**src/eeprom_map.vh**
```
`ifndef EEPROM_MAP_VH
`define EEPROM_MAP_VH

// Fixed device-type code that the upper four slave-address bits must match.
`define DEVICE_TYPE_CODE     4'ha
// Reference clock rate in kHz.
`define REF_CLK_KHZ          50000
// Longest internal write-cycle time, in milliseconds.
`define WRITE_CYCLE_TIME_MS  10
// Write-cycle count in reference-clock cycles (the longest time, an exact product).
`define WRITE_CYCLE_CYCLES   (`WRITE_CYCLE_TIME_MS * `REF_CLK_KHZ)

// Register offsets on the plain register port.
`define REG_STATUS           2'h0
`define REG_ARRAY_ADDR       2'h1
`define REG_LAST_DATA        2'h2
`define REG_CONTROL          2'h3

// Status register field positions.
`define STAT_STANDBY_BIT     0
`define STAT_BUSY_BIT        1
`define STAT_PENDING_BIT     2
`define STAT_PROTECT_BIT     3
`define STAT_READ_BIT        4

// Control register field position and reset value.
`define CTRL_BUS_EN_BIT      0
`define CTRL_RESET           8'h01

// Array address layout: the top bit marks the protectable upper half.
`define ADDR_UPPER_BIT       7
`define PAGE_OFFSET_MSB      3

// Bit counter values: eight data bits, then the acknowledge clock.
`define BITS_PER_BYTE        4'h8
`define ACK_CLOCK            4'h9

`endif

```
**src/eeprom_two_wire_slave_frontend.v**
```verilog
`timescale 1ns/1ns
`include "eeprom_map.vh"
// How it works
// - Receiver acknowledges each byte by pulling data low.
// - Transmitter releases; ack driven during ninth clock.
// - Byte after slave address is array address.
// - Pages are sixteen bytes on sixteen-byte boundaries.
// - One page block: sixteen pages of sixteen bytes.
// - All bits timed by external serial clock.
// - Data line is open drain: low or released.
// - Protect high blocks upper-half programming, reads allowed.
// - Protect low allows full reads and writes.
// - Protected write: ack addresses, withhold data ack.
// - Unconnected protect input counts as low.
// - Select field matched to high, mid, low pins.
// - Full-size part: no select bits pick page blocks.
// - Master clocks everything; device never drives clock.
// - Data changes only while clock is low.
// - Start: data falls while clock high.
// - Ignore everything until a start is seen.
// - Stop: data rises while clock high; standby.
// - After write, standby needs second stop after cycle.
// - Device-type code must match upper four bits.
// - Last address bit: one reads, zero writes.
// - During write cycle: interface off, no ack.
module eeprom_two_wire_slave_frontend #(
   parameter WR_CYCLES = `WRITE_CYCLE_CYCLES, // Internal write-cycle length in reference clocks.
   parameter TMR_W     = 20                   // Width of the write-cycle timer.
) (
   input  wire       ref_clk,             // 50 MHz reference clock.
   input  wire       reset_n,             // Asynchronous reset, active low.
   input  wire       scl_in,              // Serial clock pin level.
   input  wire       sda_in,              // Serial data pin level.
   output wire       sda_out,             // Serial data drive value, always low.
   output wire       sda_oe,              // High while the device pulls data low.
   input  wire       select_pin_high,     // Select strap, high bit.
   input  wire       select_pin_mid,      // Select strap, middle bit.
   input  wire       select_pin_low,      // Select strap, low bit.
   input  wire       write_protect_input, // Upper-half write protect.
   output reg  [7:0] array_addr,          // Current array address.
   input  wire [7:0] rd_data,             // Array byte at array_addr.
   output reg        byte_wr,             // One-cycle pulse: byte accepted for programming.
   output reg  [7:0] byte_wr_addr,        // Address of the accepted byte.
   output reg  [7:0] byte_wr_data,        // Value of the accepted byte.
   output reg        prog_start,          // One-cycle pulse: program cycle begins.
   output wire       busy,                // High during the internal write cycle.
   input  wire [1:0] reg_addr,            // Register port address.
   input  wire [7:0] reg_wdata,           // Register port write data.
   input  wire       reg_wr,              // Register write strobe.
   input  wire       reg_rd,              // Register read strobe.
   output reg  [7:0] reg_rdata            // Register read data, one cycle after the strobe.
);

   // One-hot states of the bus front end.
   localparam [5:0] S_IDLE  = 6'h01;    // Standby: waits for a start; a stop clears the owed second stop or starts a pending write.
   localparam [5:0] S_DEV   = 6'h02;    // Receiving the slave address.
   localparam [5:0] S_WORD  = 6'h04;    // Receiving the array address.
   localparam [5:0] S_WDATA = 6'h08;    // Receiving data bytes.
   localparam [5:0] S_RDATA = 6'h10;    // Sending data bytes.
   localparam [5:0] S_BUSY  = 6'h20;    // Internal write cycle, deaf to the bus.
   localparam [31:0] WR_LAST = WR_CYCLES - 1; // Last timer value of the write cycle.

   wire [5:0]       pins_s;             // Synchronised pin levels.
   wire             scl_s;              // Synchronised serial clock.
   wire             sda_s;              // Synchronised serial data.
   wire             wp_s;               // Synchronised write protect.
   wire [2:0]       sel_s;              // Synchronised straps, high to low.
   reg              scl_d_r;            // Serial clock one cycle back.
   reg              sda_d_r;            // Serial data one cycle back.
   wire             scl_rise;           // Serial clock rising edge.
   wire             scl_fall;           // Serial clock falling edge.
   wire             start_cond;         // Start seen on the bus.
   wire             stop_cond;          // Stop seen on the bus.
   reg  [5:0]       state_r;            // Front-end state.
   reg  [3:0]       bit_cnt_r;          // Serial clocks seen in this byte, 0 to 9.
   reg  [7:0]       rx_sh_r;            // Incoming shift register.
   reg  [7:0]       tx_sh_r;            // Outgoing byte.
   reg              drive_low_r;        // Pull the data line low.
   reg              acking_r;           // Device acknowledged the current byte.
   reg              read_dir_r;         // Direction latched from the slave address.
   reg              master_ack_r;       // Master acknowledged the byte just sent.
   reg              wr_pending_r;       // A byte awaits programming at the next stop.
   reg              await_stop_r;       // Write cycle over, second stop still owed.
   reg  [TMR_W-1:0] wr_tmr_r;           // Write-cycle timer.
   reg  [7:0]       ctrl_r;             // Control register.
   reg  [7:0]       last_data_r;        // Last data byte received on the bus.
   wire             bus_en;             // Software lets the front end answer the bus.
   wire             dev_match;          // Slave address selects this device.
   wire             protected_wr;       // Current data byte falls in a guarded location.

   // Next array address: page mode wraps inside sixteen bytes, read mode runs over the block.
   function [7:0] next_addr;
      input [7:0] addr;
      input       page_mode;
      begin
         if (page_mode) begin
            next_addr = {addr[7:`PAGE_OFFSET_MSB+1], addr[`PAGE_OFFSET_MSB:0] + 4'h1};
         end else begin
            next_addr = addr + 8'h01;
         end
      end
   endfunction

   // Every pin crosses into the reference domain through two flops before use.
   // Clock and data reset to their idle high level, so no false edge follows reset.
   pin_sync #(
      .WIDTH    (6),
      .INIT     (6'h30)
   ) u_pin_sync (
      .ref_clk  (ref_clk),
      .reset_n  (reset_n),
      .async_in ({scl_in, sda_in, write_protect_input, select_pin_high, select_pin_mid, select_pin_low}),
      .sync_out (pins_s)
   );

   assign scl_s = pins_s[5];
   assign sda_s = pins_s[4];
   // An open pin reads low thanks to the board-level pull-down, so no override is needed here.
   assign wp_s  = pins_s[3];
   assign sel_s = pins_s[2:0];

   // Edges are found from the synchronised levels only; the serial clock paces every bit.
   assign scl_rise   = scl_s & ~scl_d_r;
   assign scl_fall   = ~scl_s & scl_d_r;
   // Data moving while the clock is high is a start or stop, never a data bit.
   assign start_cond = scl_s & scl_d_r & sda_d_r & ~sda_s;
   assign stop_cond  = scl_s & scl_d_r & ~sda_d_r & sda_s;

   // All three straps are present, so the whole select field picks the device, none the block.
   assign dev_match    = (rx_sh_r[7:4] == `DEVICE_TYPE_CODE) && (rx_sh_r[3:1] == sel_s);
   assign protected_wr = wp_s & array_addr[`ADDR_UPPER_BIT];

   assign bus_en  = ctrl_r[`CTRL_BUS_EN_BIT];
   assign busy    = (state_r == S_BUSY);
   // The pin is only ever pulled low or let go; the clock pin is never driven at all.
   assign sda_out = 1'b0;
   assign sda_oe  = drive_low_r;

   // Delayed copies of the synchronised lines for edge and condition detection.
   always @(posedge ref_clk or negedge reset_n) begin
      if (!reset_n) begin
         scl_d_r <= 1'b1;
         sda_d_r <= 1'b1;
      end else begin
         scl_d_r <= scl_s;
         sda_d_r <= sda_s;
      end
   end

   // Bus protocol engine: conditions first, then clock edges within a byte.
   always @(posedge ref_clk or negedge reset_n) begin
      if (!reset_n) begin
         state_r      <= S_IDLE;
         bit_cnt_r    <= 4'h0;
         rx_sh_r      <= 8'h00;
         tx_sh_r      <= 8'h00;
         drive_low_r  <= 1'b0;
         acking_r     <= 1'b0;
         read_dir_r   <= 1'b0;
         master_ack_r <= 1'b0;
         wr_pending_r <= 1'b0;
         await_stop_r <= 1'b0;
         wr_tmr_r     <= {TMR_W{1'b0}};
         array_addr   <= 8'h00;
         byte_wr      <= 1'b0;
         byte_wr_addr <= 8'h00;
         byte_wr_data <= 8'h00;
         prog_start   <= 1'b0;
         last_data_r  <= 8'h00;
      end else begin
         byte_wr    <= 1'b0;
         prog_start <= 1'b0;
         case (state_r)
            S_BUSY: begin
               // Deaf to the bus, line released, slave address not acknowledged.
               drive_low_r <= 1'b0;
               if (wr_tmr_r == WR_LAST[TMR_W-1:0]) begin
                  wr_tmr_r     <= {TMR_W{1'b0}};
                  await_stop_r <= 1'b1;
                  state_r      <= S_IDLE;
               end else begin
                  wr_tmr_r <= wr_tmr_r + {{(TMR_W-1){1'b0}}, 1'b1};
               end
            end
            default: begin
               if (stop_cond) begin
                  // A stop after accepted data starts the program cycle instead of standby.
                  drive_low_r <= 1'b0;
                  bit_cnt_r   <= 4'h0;
                  if (wr_pending_r) begin
                     wr_pending_r <= 1'b0;
                     prog_start   <= 1'b1;
                     state_r      <= S_BUSY;
                  end else begin
                     await_stop_r <= 1'b0;
                     state_r      <= S_IDLE;
                  end
               end else if (start_cond && bus_en) begin
                  // A start anywhere drops the partial byte and matches afresh.
                  drive_low_r <= 1'b0;
                  bit_cnt_r   <= 4'h0;
                  acking_r    <= 1'b0;
                  state_r     <= S_DEV;
               end else if (state_r == S_IDLE) begin
                  drive_low_r <= 1'b0;
               end else if (scl_rise) begin
                  if (bit_cnt_r < `BITS_PER_BYTE) begin
                     rx_sh_r <= {rx_sh_r[6:0], sda_s};
                  end else begin
                     master_ack_r <= ~sda_s;
                  end
                  bit_cnt_r <= bit_cnt_r + 4'h1;
               end else if (scl_fall) begin
                  if (bit_cnt_r == `BITS_PER_BYTE) begin
                     // Byte complete: decide the acknowledge for the ninth clock.
                     acking_r    <= 1'b0;
                     drive_low_r <= 1'b0;
                     case (state_r)
                        S_DEV: begin
                           if (dev_match) begin
                              read_dir_r  <= rx_sh_r[0];
                              acking_r    <= 1'b1;
                              drive_low_r <= 1'b1;
                           end else begin
                              state_r <= S_IDLE;
                           end
                        end
                        S_WORD: begin
                           array_addr  <= rx_sh_r;
                           acking_r    <= 1'b1;
                           drive_low_r <= 1'b1;
                        end
                        S_WDATA: begin
                           last_data_r <= rx_sh_r;
                           if (!protected_wr) begin
                              byte_wr      <= 1'b1;
                              byte_wr_addr <= array_addr;
                              byte_wr_data <= rx_sh_r;
                              array_addr   <= next_addr(array_addr, 1'b1);
                              wr_pending_r <= 1'b1;
                              acking_r     <= 1'b1;
                              drive_low_r  <= 1'b1;
                           end else begin
                              state_r <= S_IDLE;
                           end
                        end
                        default: begin
                           // Sending: the device lets go so the master can answer.
                           acking_r <= 1'b0;
                        end
                     endcase
                  end else if (bit_cnt_r == `ACK_CLOCK) begin
                     // End of the ninth clock: release and move to the next byte.
                     bit_cnt_r   <= 4'h0;
                     drive_low_r <= 1'b0;
                     case (state_r)
                        S_DEV: begin
                           if (read_dir_r) begin
                              tx_sh_r     <= rd_data;
                              drive_low_r <= ~rd_data[7];
                              array_addr  <= next_addr(array_addr, 1'b0);
                              state_r     <= S_RDATA;
                           end else begin
                              state_r <= S_WORD;
                           end
                        end
                        S_WORD: begin
                           state_r <= S_WDATA;
                        end
                        S_RDATA: begin
                           if (master_ack_r) begin
                              tx_sh_r     <= rd_data;
                              drive_low_r <= ~rd_data[7];
                              array_addr  <= next_addr(array_addr, 1'b0);
                           end else begin
                              state_r <= S_IDLE;
                           end
                        end
                        default: begin
                           state_r <= state_r;
                        end
                     endcase
                  end else if (state_r == S_RDATA) begin
                     // Next data bit changes only after the clock has fallen.
                     drive_low_r <= ~tx_sh_r[3'h7 - bit_cnt_r[2:0]];
                  end
               end
            end
         endcase
      end
   end

   // Control register: software may take the front end off the bus.
   always @(posedge ref_clk or negedge reset_n) begin
      if (!reset_n) begin
         ctrl_r <= `CTRL_RESET;
      end else if (reg_wr && (reg_addr == `REG_CONTROL)) begin
         ctrl_r <= reg_wdata;
      end
   end

   // Register read data stand in the cycle after the read strobe only.
   always @(posedge ref_clk or negedge reset_n) begin
      if (!reset_n) begin
         reg_rdata <= 8'h00;
      end else if (reg_rd) begin
         case (reg_addr)
            `REG_STATUS: begin
               reg_rdata <= {3'h0, read_dir_r, wp_s, wr_pending_r, busy | await_stop_r, state_r == S_IDLE};
            end
            `REG_ARRAY_ADDR: begin
               reg_rdata <= array_addr;
            end
            `REG_LAST_DATA: begin
               reg_rdata <= last_data_r;
            end
            default: begin
               reg_rdata <= ctrl_r;
            end
         endcase
      end else begin
         reg_rdata <= 8'h00;
      end
   end

endmodule // eeprom_two_wire_slave_frontend

```
**src/pin_sync.v**
```verilog
`timescale 1ns/1ns
// Two-stage synchroniser for pins that arrive from outside the reference clock's domain.
module pin_sync #(
   parameter             WIDTH = 1,            // Number of independent level signals.
   parameter [WIDTH-1:0] INIT  = {WIDTH{1'b0}} // Reset levels, each the idle level of its pin.
) (
   input  wire             ref_clk,  // Reference clock.
   input  wire             reset_n,  // Asynchronous reset, active low.
   input  wire [WIDTH-1:0] async_in, // Raw pin levels.
   output reg  [WIDTH-1:0] sync_out  // Levels safe for the clock domain.
);

   reg [WIDTH-1:0] meta_r;           // First stage, read only by the second stage.

   // Both stages reset to the idle levels; the first stage feeds nothing but the second.
   always @(posedge ref_clk or negedge reset_n) begin
      if (!reset_n) begin
         meta_r   <= INIT;
         sync_out <= INIT;
      end else begin
         meta_r   <= async_in;
         sync_out <= meta_r;
      end
   end

endmodule // pin_sync

```
**config.mk**
```make
export PLATFORM = sky130hd
export DESIGN_NAME = eeprom_two_wire_slave_frontend
export DESIGN_NICKNAME = d
export VERILOG_FILES = /design/src/eeprom_two_wire_slave_frontend.v /design/src/pin_sync.v
export VERILOG_INCLUDE_DIRS = /design/src /design/src/src
export SDC_FILE = /design/constraint.sdc
export NUM_CORES = 1
export LEC_CHECK = 0
export BUFFER_PORTS_ARGS = -buffer_cell sky130_fd_sc_hd__buf_2
export CAP_MARGIN = 20
export CORE_MARGIN = 2
export CORE_UTILIZATION = 46
export CTS_CLUSTER_DIAMETER = 150
export DETAILED_ROUTE_END_ITERATION = 10
export PLACE_DENSITY_LB_ADDON = 0.3
export REMOVE_ABC_BUFFERS = 1
export SLEW_MARGIN = 30
export SYNTH_ARGS = -nofsm -noshare
export SYNTH_HDL_FRONTEND = slang
export SYNTH_SLANG_ARGS = --single-unit
export TNS_END_PERCENT = 5
```
**constraint.sdc**
```tcl
create_clock -name ref_clk -period 6.24 [get_ports ref_clk]
set_input_delay 0.312 -clock ref_clk [delete_from_list [all_inputs] [get_ports ref_clk]]
set_output_delay 0.312 -clock ref_clk [all_outputs]
set_load 0.01 [all_outputs]
```
* Yosys cells after proc, flatten, opt, wreduce, memory -nomap -nowiden *
Index checks and enable logic that the tools add are counted.

word-level totals
  logic and storage cells = 197
  input port bits = 28
  bits in registers = 115
  output and inout port bits = 37

operators by class
  magnitude comparators = 2
  eq/ne operators = 37
  bitwise logic cells = 23
  $add $sub $neg = 5
  reductions and logical operators = 31
  mux-type cells = 76

operators with widths
  operator               number
  $mux 6                 13
  $mux 8                 7
  $pmux 8 s2             3
  $mux 1                 37
  $mux 4                 8
  $pmux 8 s3             1
  $reduce_and 12->1      2
  $add 20x1->20 const B  1
  $eq 20x19->1 const B   1
  $mux 20                1
  $ne 6x6->1 const B     3
  $pmux 6 s3             1
  $reduce_and 9->1       2
  $reduce_and 8->1       2
  $ne 2x2->1 const B     7
  $not 1->1              14
  $reduce_bool 7->1      2
  $eq 4x4->1 const B     3
  $ne 3x3->1 const B     4
  $pmux 6 s2             1
  $reduce_and 6->1       2
  $reduce_bool 2->1      6
  $reduce_bool 4->1      3
  $reduce_and 11->1      1
  33 further kinds       49

* Logic depth before layout (Yosys ltp) *
  word-level depth = 13
  gate-level depth with buffers = 9
  mapped depth without buffers = 8

* Modules after synthesis *
Synthesis repeated with hierarchy kept, for this count alone.

unflattened totals
  cells, all modules = 451
  area, all modules = 5346.4 µm²

by module, submodules not included
  module                          cells an instance  seq. area each (µm²)  times used  area each (µm²)
  eeprom_two_wire_slave_frontend  439                2582.5                1           5041.1
  pin_sync                        12                 305.3                 1           305.3

* Worst setup path after synthesis *
OpenSTA, ideal clock, no wires.

  kind = register to register
  from = register u_pin_sync.sync_out[5]
  to = register byte_wr_addr[0]
  arrival time = 2202 ps
  clock period less this slack = 2326 ps
  library setup time = 125 ps
  data required time = 6115 ps
  path slack = 3914 ps
  stages on the path, launching flop included = 8
  buffers on the path = 1
  path through = dfstp_2 > ha_1 > and3b_1 > a211oi_1 > nand3b_2 > nor3_4 > buf_4 > mux2_2

between the ends
  longest elaborated chain between the ends = 6
  elaborated cells between the ends (all ways) = 13
  those cells by class = bitwise (11); reduce/logical (2)

ends and longest elaborated chain
  element                         RTL line                                                                    source
  start, declared                 pin_sync.v:10                                                               output reg [WIDTH-1:0] sync_out
  start signal, assigned          pin_sync.v:22                                                               sync_out <= meta_r;
  $and 1x1->1                     eeprom_two_wire_slave_frontend.v:126, eeprom_two_wire_slave_frontend.v:127
  $and 1x1->1 (2 in a row)        eeprom_two_wire_slave_frontend.v:126                                        assign start_cond = scl_s & scl_d_r & sda_d_r & ~sda_s;
  $logic_and 1x1->1               eeprom_two_wire_slave_frontend.v:198                                        end else if (start_cond && bus_en) begin
  $not 1->1 (no line)             --
  $reduce_and 9->1 (no line) (*)  --
  end signal, assigned            eeprom_two_wire_slave_frontend.v:237                                        byte_wr_addr <= array_addr;
  end, declared                   eeprom_two_wire_slave_frontend.v:43                                         output reg [7:0] byte_wr_addr,

Every way passes the cells marked *; elsewhere a longest branch is shown, timed or not.
A chain may end at the register's enable or synchronous reset.

* Final worst setup path *
Same ends and word-level chain as after synthesis.

==> results.md <==
* Synthesized cell area at 5370 sq um
* Seq/Total Area, Yosys at 0.538
* P_sw at 0.451 mW
* Share of layout cells above drive strength 1 at 0.311
* Tot Pwr at 1.91 mW
* Die height at 112 um
* Fin Setup TNS at 0 ns
* Final hold vios at 0
* R2R cell count at 6
* Internal power at 1.46 mW
* Unrepaired setup endpoints after global routing: no
* Synth area leaders: dfrtp_1 (50%), mux2_2 (8.6%), dfstp_2 (3.9%)
* Slowest stage delay, CP at 0.71 ns
* WL per Instance at 16.8 um
* Sequential Power Share at 0.450
* Yosys Warn Count at 0
* ANT cells at 0
* Crit end category: register
* DRT antenna net count at 0
* Critical Path RT at 6.53 ns
* Finished Layout Cells at 676
* Max-Cap Viols at 0
* Final worst-path cycle share at 0.439
* Total GRT Usage at 0.195
* Routing usage on met1 at 0.271
* Async S/R FF share, synth at 1.00
* Crit Reg-Reg Endpoint: byte_wr_addr[0]
* Layout net count at 557
* Drt total wl at 11.3 mm
* Clock root buffer: clkbuf_16
* Grt met2 use at 0.292
* Clk_lat worst skew at 0.41 ns
* Routed vias/inst at 5.54
* Antenna violations before repair at 0
* Die width at 112 um
* Worst-case clock buffer depth at 2
* Vias in the first global route at 3,781
* Largest net degree at the start of global routing at 85
* Vias after detailed routing at 3,745
* Hold path startpoint: rd_data[2]
* Fmax at 0.365 GHz
* Share of the synthesized area in the top cell type at 0.498
* Port Buf Inserts at 63
* Synth-to-Final Area Change at 20.5%
* Slew Viols, Final at 0
* Setup slack after layout at 3.50 ns
* Ys flop type: dfrtp_1
* H-tree lvl count at 4
* Detailed Routing Iterations Pass 1 at 8
* Global route overflow at 0
* IO Pins at 65
* Worst hold endpoint: tx_sh_r[2]
* DR iter-0 viols at 277
* Worst path slowest cell: nor3_4
* Final Wtd Congestion at 0.874
* VDD IR max at 0.000299 V
* Leak at 3.04 nW
* Drt drc at 0
* Hold depth at 2
* Net Sw Frac at 0.236
* Post-synth EDFFs at 0
* Post-DP HPWL at 7.91 mm
* Worst-path cell chain: ha_1 > and3b_1 > a211oi_1 > nand3b_2 > nor3_4 > mux2_2
* Pwr Density at 295 nW/um^2
* CTS tree: yes
* Max_slew headroom at 0.479
* Final count of negative-setup-slack endpoints at 0
* First-pass GRT wire length at 19.3 mm
* Cells after DPL at 638
* Cell Rows at 39
* Synth area leader: dfrtp_1
* Synth Area per Inst at 12.1 sq um
* Worst Skew at 0.0116 ns
* Critical Setup Path Class: register to register
* Post-route minimum period at 2.74 ns
* Reg2reg start: u_pin_sync.sync_out[5]
* Core box area at 11,400 sq um
* Status: finished clean
* TritonCTS Buffers at 17
* CP max FO at 16
* Worst-Margin Slew at 0.779 ns
* Yosys cell types at 70
* CP arrival at 3.03 ns
* Place WS at 3.45 ns
* Flop-to-flop setup slack at 3.50 ns
* #FFs+latches synth at 115
* Clock sinks at 115
* Clock Pin Slew Worst Setup and Hold Paths at 0.05 ns
* Starting Density at 0.470
* Die ar. at 12,600 sq um
* Cells after Synth at 445
* Routing usage on met3 at 0.0594
* Top cells by count, synth: dfrtp_1 (107), mux2_2 (41), nand2_1 (36)
* Gate power share at 0.070
* Count leader, synth: dfrtp_1
* Top Usage Layer GRT: met2
* Startpoint types: register
* Clock Power Share at 0.480
* Worst Hold Class: input port to register
through the flow:
stage          utilization  cell area (sq um)  hold slack, ns
2_1_floorplan            -               5310          0.0164
3_3_place_gp         0.510               5820           0.265
3_5_place_dp         0.510               5820           0.273
4_1_cts              0.566               6460           0.105
5_1_grt              0.567               6470           0.108
6_report             0.567               6470           0.117
cells by family (layout without fill, tap and decap cells):
family / Yosys count / after routing / synth area share
AO/OA/AOI/OAI: 71 / 71 / 0.0946
XOR/XNOR: 16 / 16 / 0.0261
adder cells (fa/ha/maj): 8 / 8 / 0.0186
buffers and inverters: 22 / 110 / 0.0175
flip-flops: 115 / 115 / 0.538
multiplexers: 62 / 62 / 0.142
other: 1 / 1 / 0.000698
AND/OR/NAND/NOR: 150 / 150 / 0.163
state kept, by name, summed over array words and instances (netlist names), 4 cells and up:
name                 flops
u_pin_sync.meta_r        6
bit_cnt_r                4
wr_tmr_r                20
byte_wr_data             8
rx_sh_r                  8
state_r                  6
tx_sh_r                  8
reg_rdata                8
last_data_r              8
u_pin_sync.sync_out      6
array_addr               8
ctrl_r                   8
byte_wr_addr             8
critical path, delay by kind of cell (launching register included):
family | cells | cell delay (ns)
AO/OA/AOI/OAI | 1 | 0.44
flip-flops | 1 | 0.38
multiplexers | 1 | 0.42
AND/OR/NAND/NOR | 3 | 1.19
adder cells (fa/ha/maj) | 1 | 0.20
cell type report:
class	instances	area [sq um]
clock buffers	22	494
clock inverters	9	78.8
fillers	967	4940
inverters	8	30.0
multi-input cells	308	2400
flip-flops and latches	115	2890
well taps	143	179
repair buffers	71	399
power by group through the flow:
stage	Combinational (mW)	Clock (mW)	Sequential [mW]
2_1_floorplan	0.0883	0	0.843
3_3_place_gp	0.128	0	0.867
3_5_place_dp	0.133	0	0.871
4_1_cts	0.137	0.937	0.859
5_1_grt	0.150	0.970	0.868
6_report	0.134	0.918	0.860
cells in the final DEF (no fill, tap or decap), types with 7 or more instances in the layout:
cell and count:
a21oi_1 9, and3_1 8, buf_2 62, clkbuf_16 17, dfrtp_1 107, dfstp_2 8, dlygate4sd3_1 7, ha_1 8
inv_1 7, mux2_1 10, mux2_2 41, nand2_1 36, nand3_1 14, nand4_1 8, nor2_1 23, nor2b_1 7
o21ai_0 18, xnor2_1 12
layer usage:
metal  share of wire  wire (um)
met5               0          0
met4           0.018        200
met3           0.050        564
met2            0.46       5260
met1            0.47       5320
repair_timing:
| item | in CTS | in global routing |
|---|---|---|
| resized for setup | 0 | 0 |
| setup buffers | 0 | 0 |
| endpoints found under the hold margin | 36 | 0 |
| hold buffers | 7 | 0 |
worst max path at each step:
stage / depth (start not counted) / startpoint / slack (ns) / to
after global routing: 6 / u_pin_sync.sync_out[5] / 3.32 / byte_wr_addr[0]
final: 6 / u_pin_sync.sync_out[5] / 3.50 / byte_wr_addr[0]
after global placement: 5 / bit_cnt_r[0] / 3.49 / state_r[0]
after detailed placement: 5 / bit_cnt_r[0] / 3.45 / state_r[0]
after CTS: 5 / bit_cnt_r[0] / 3.46 / state_r[0]
after floorplan: 5 / bit_cnt_r[0] / 3.49 / state_r[0]
(Power assumes the default switching activity.)
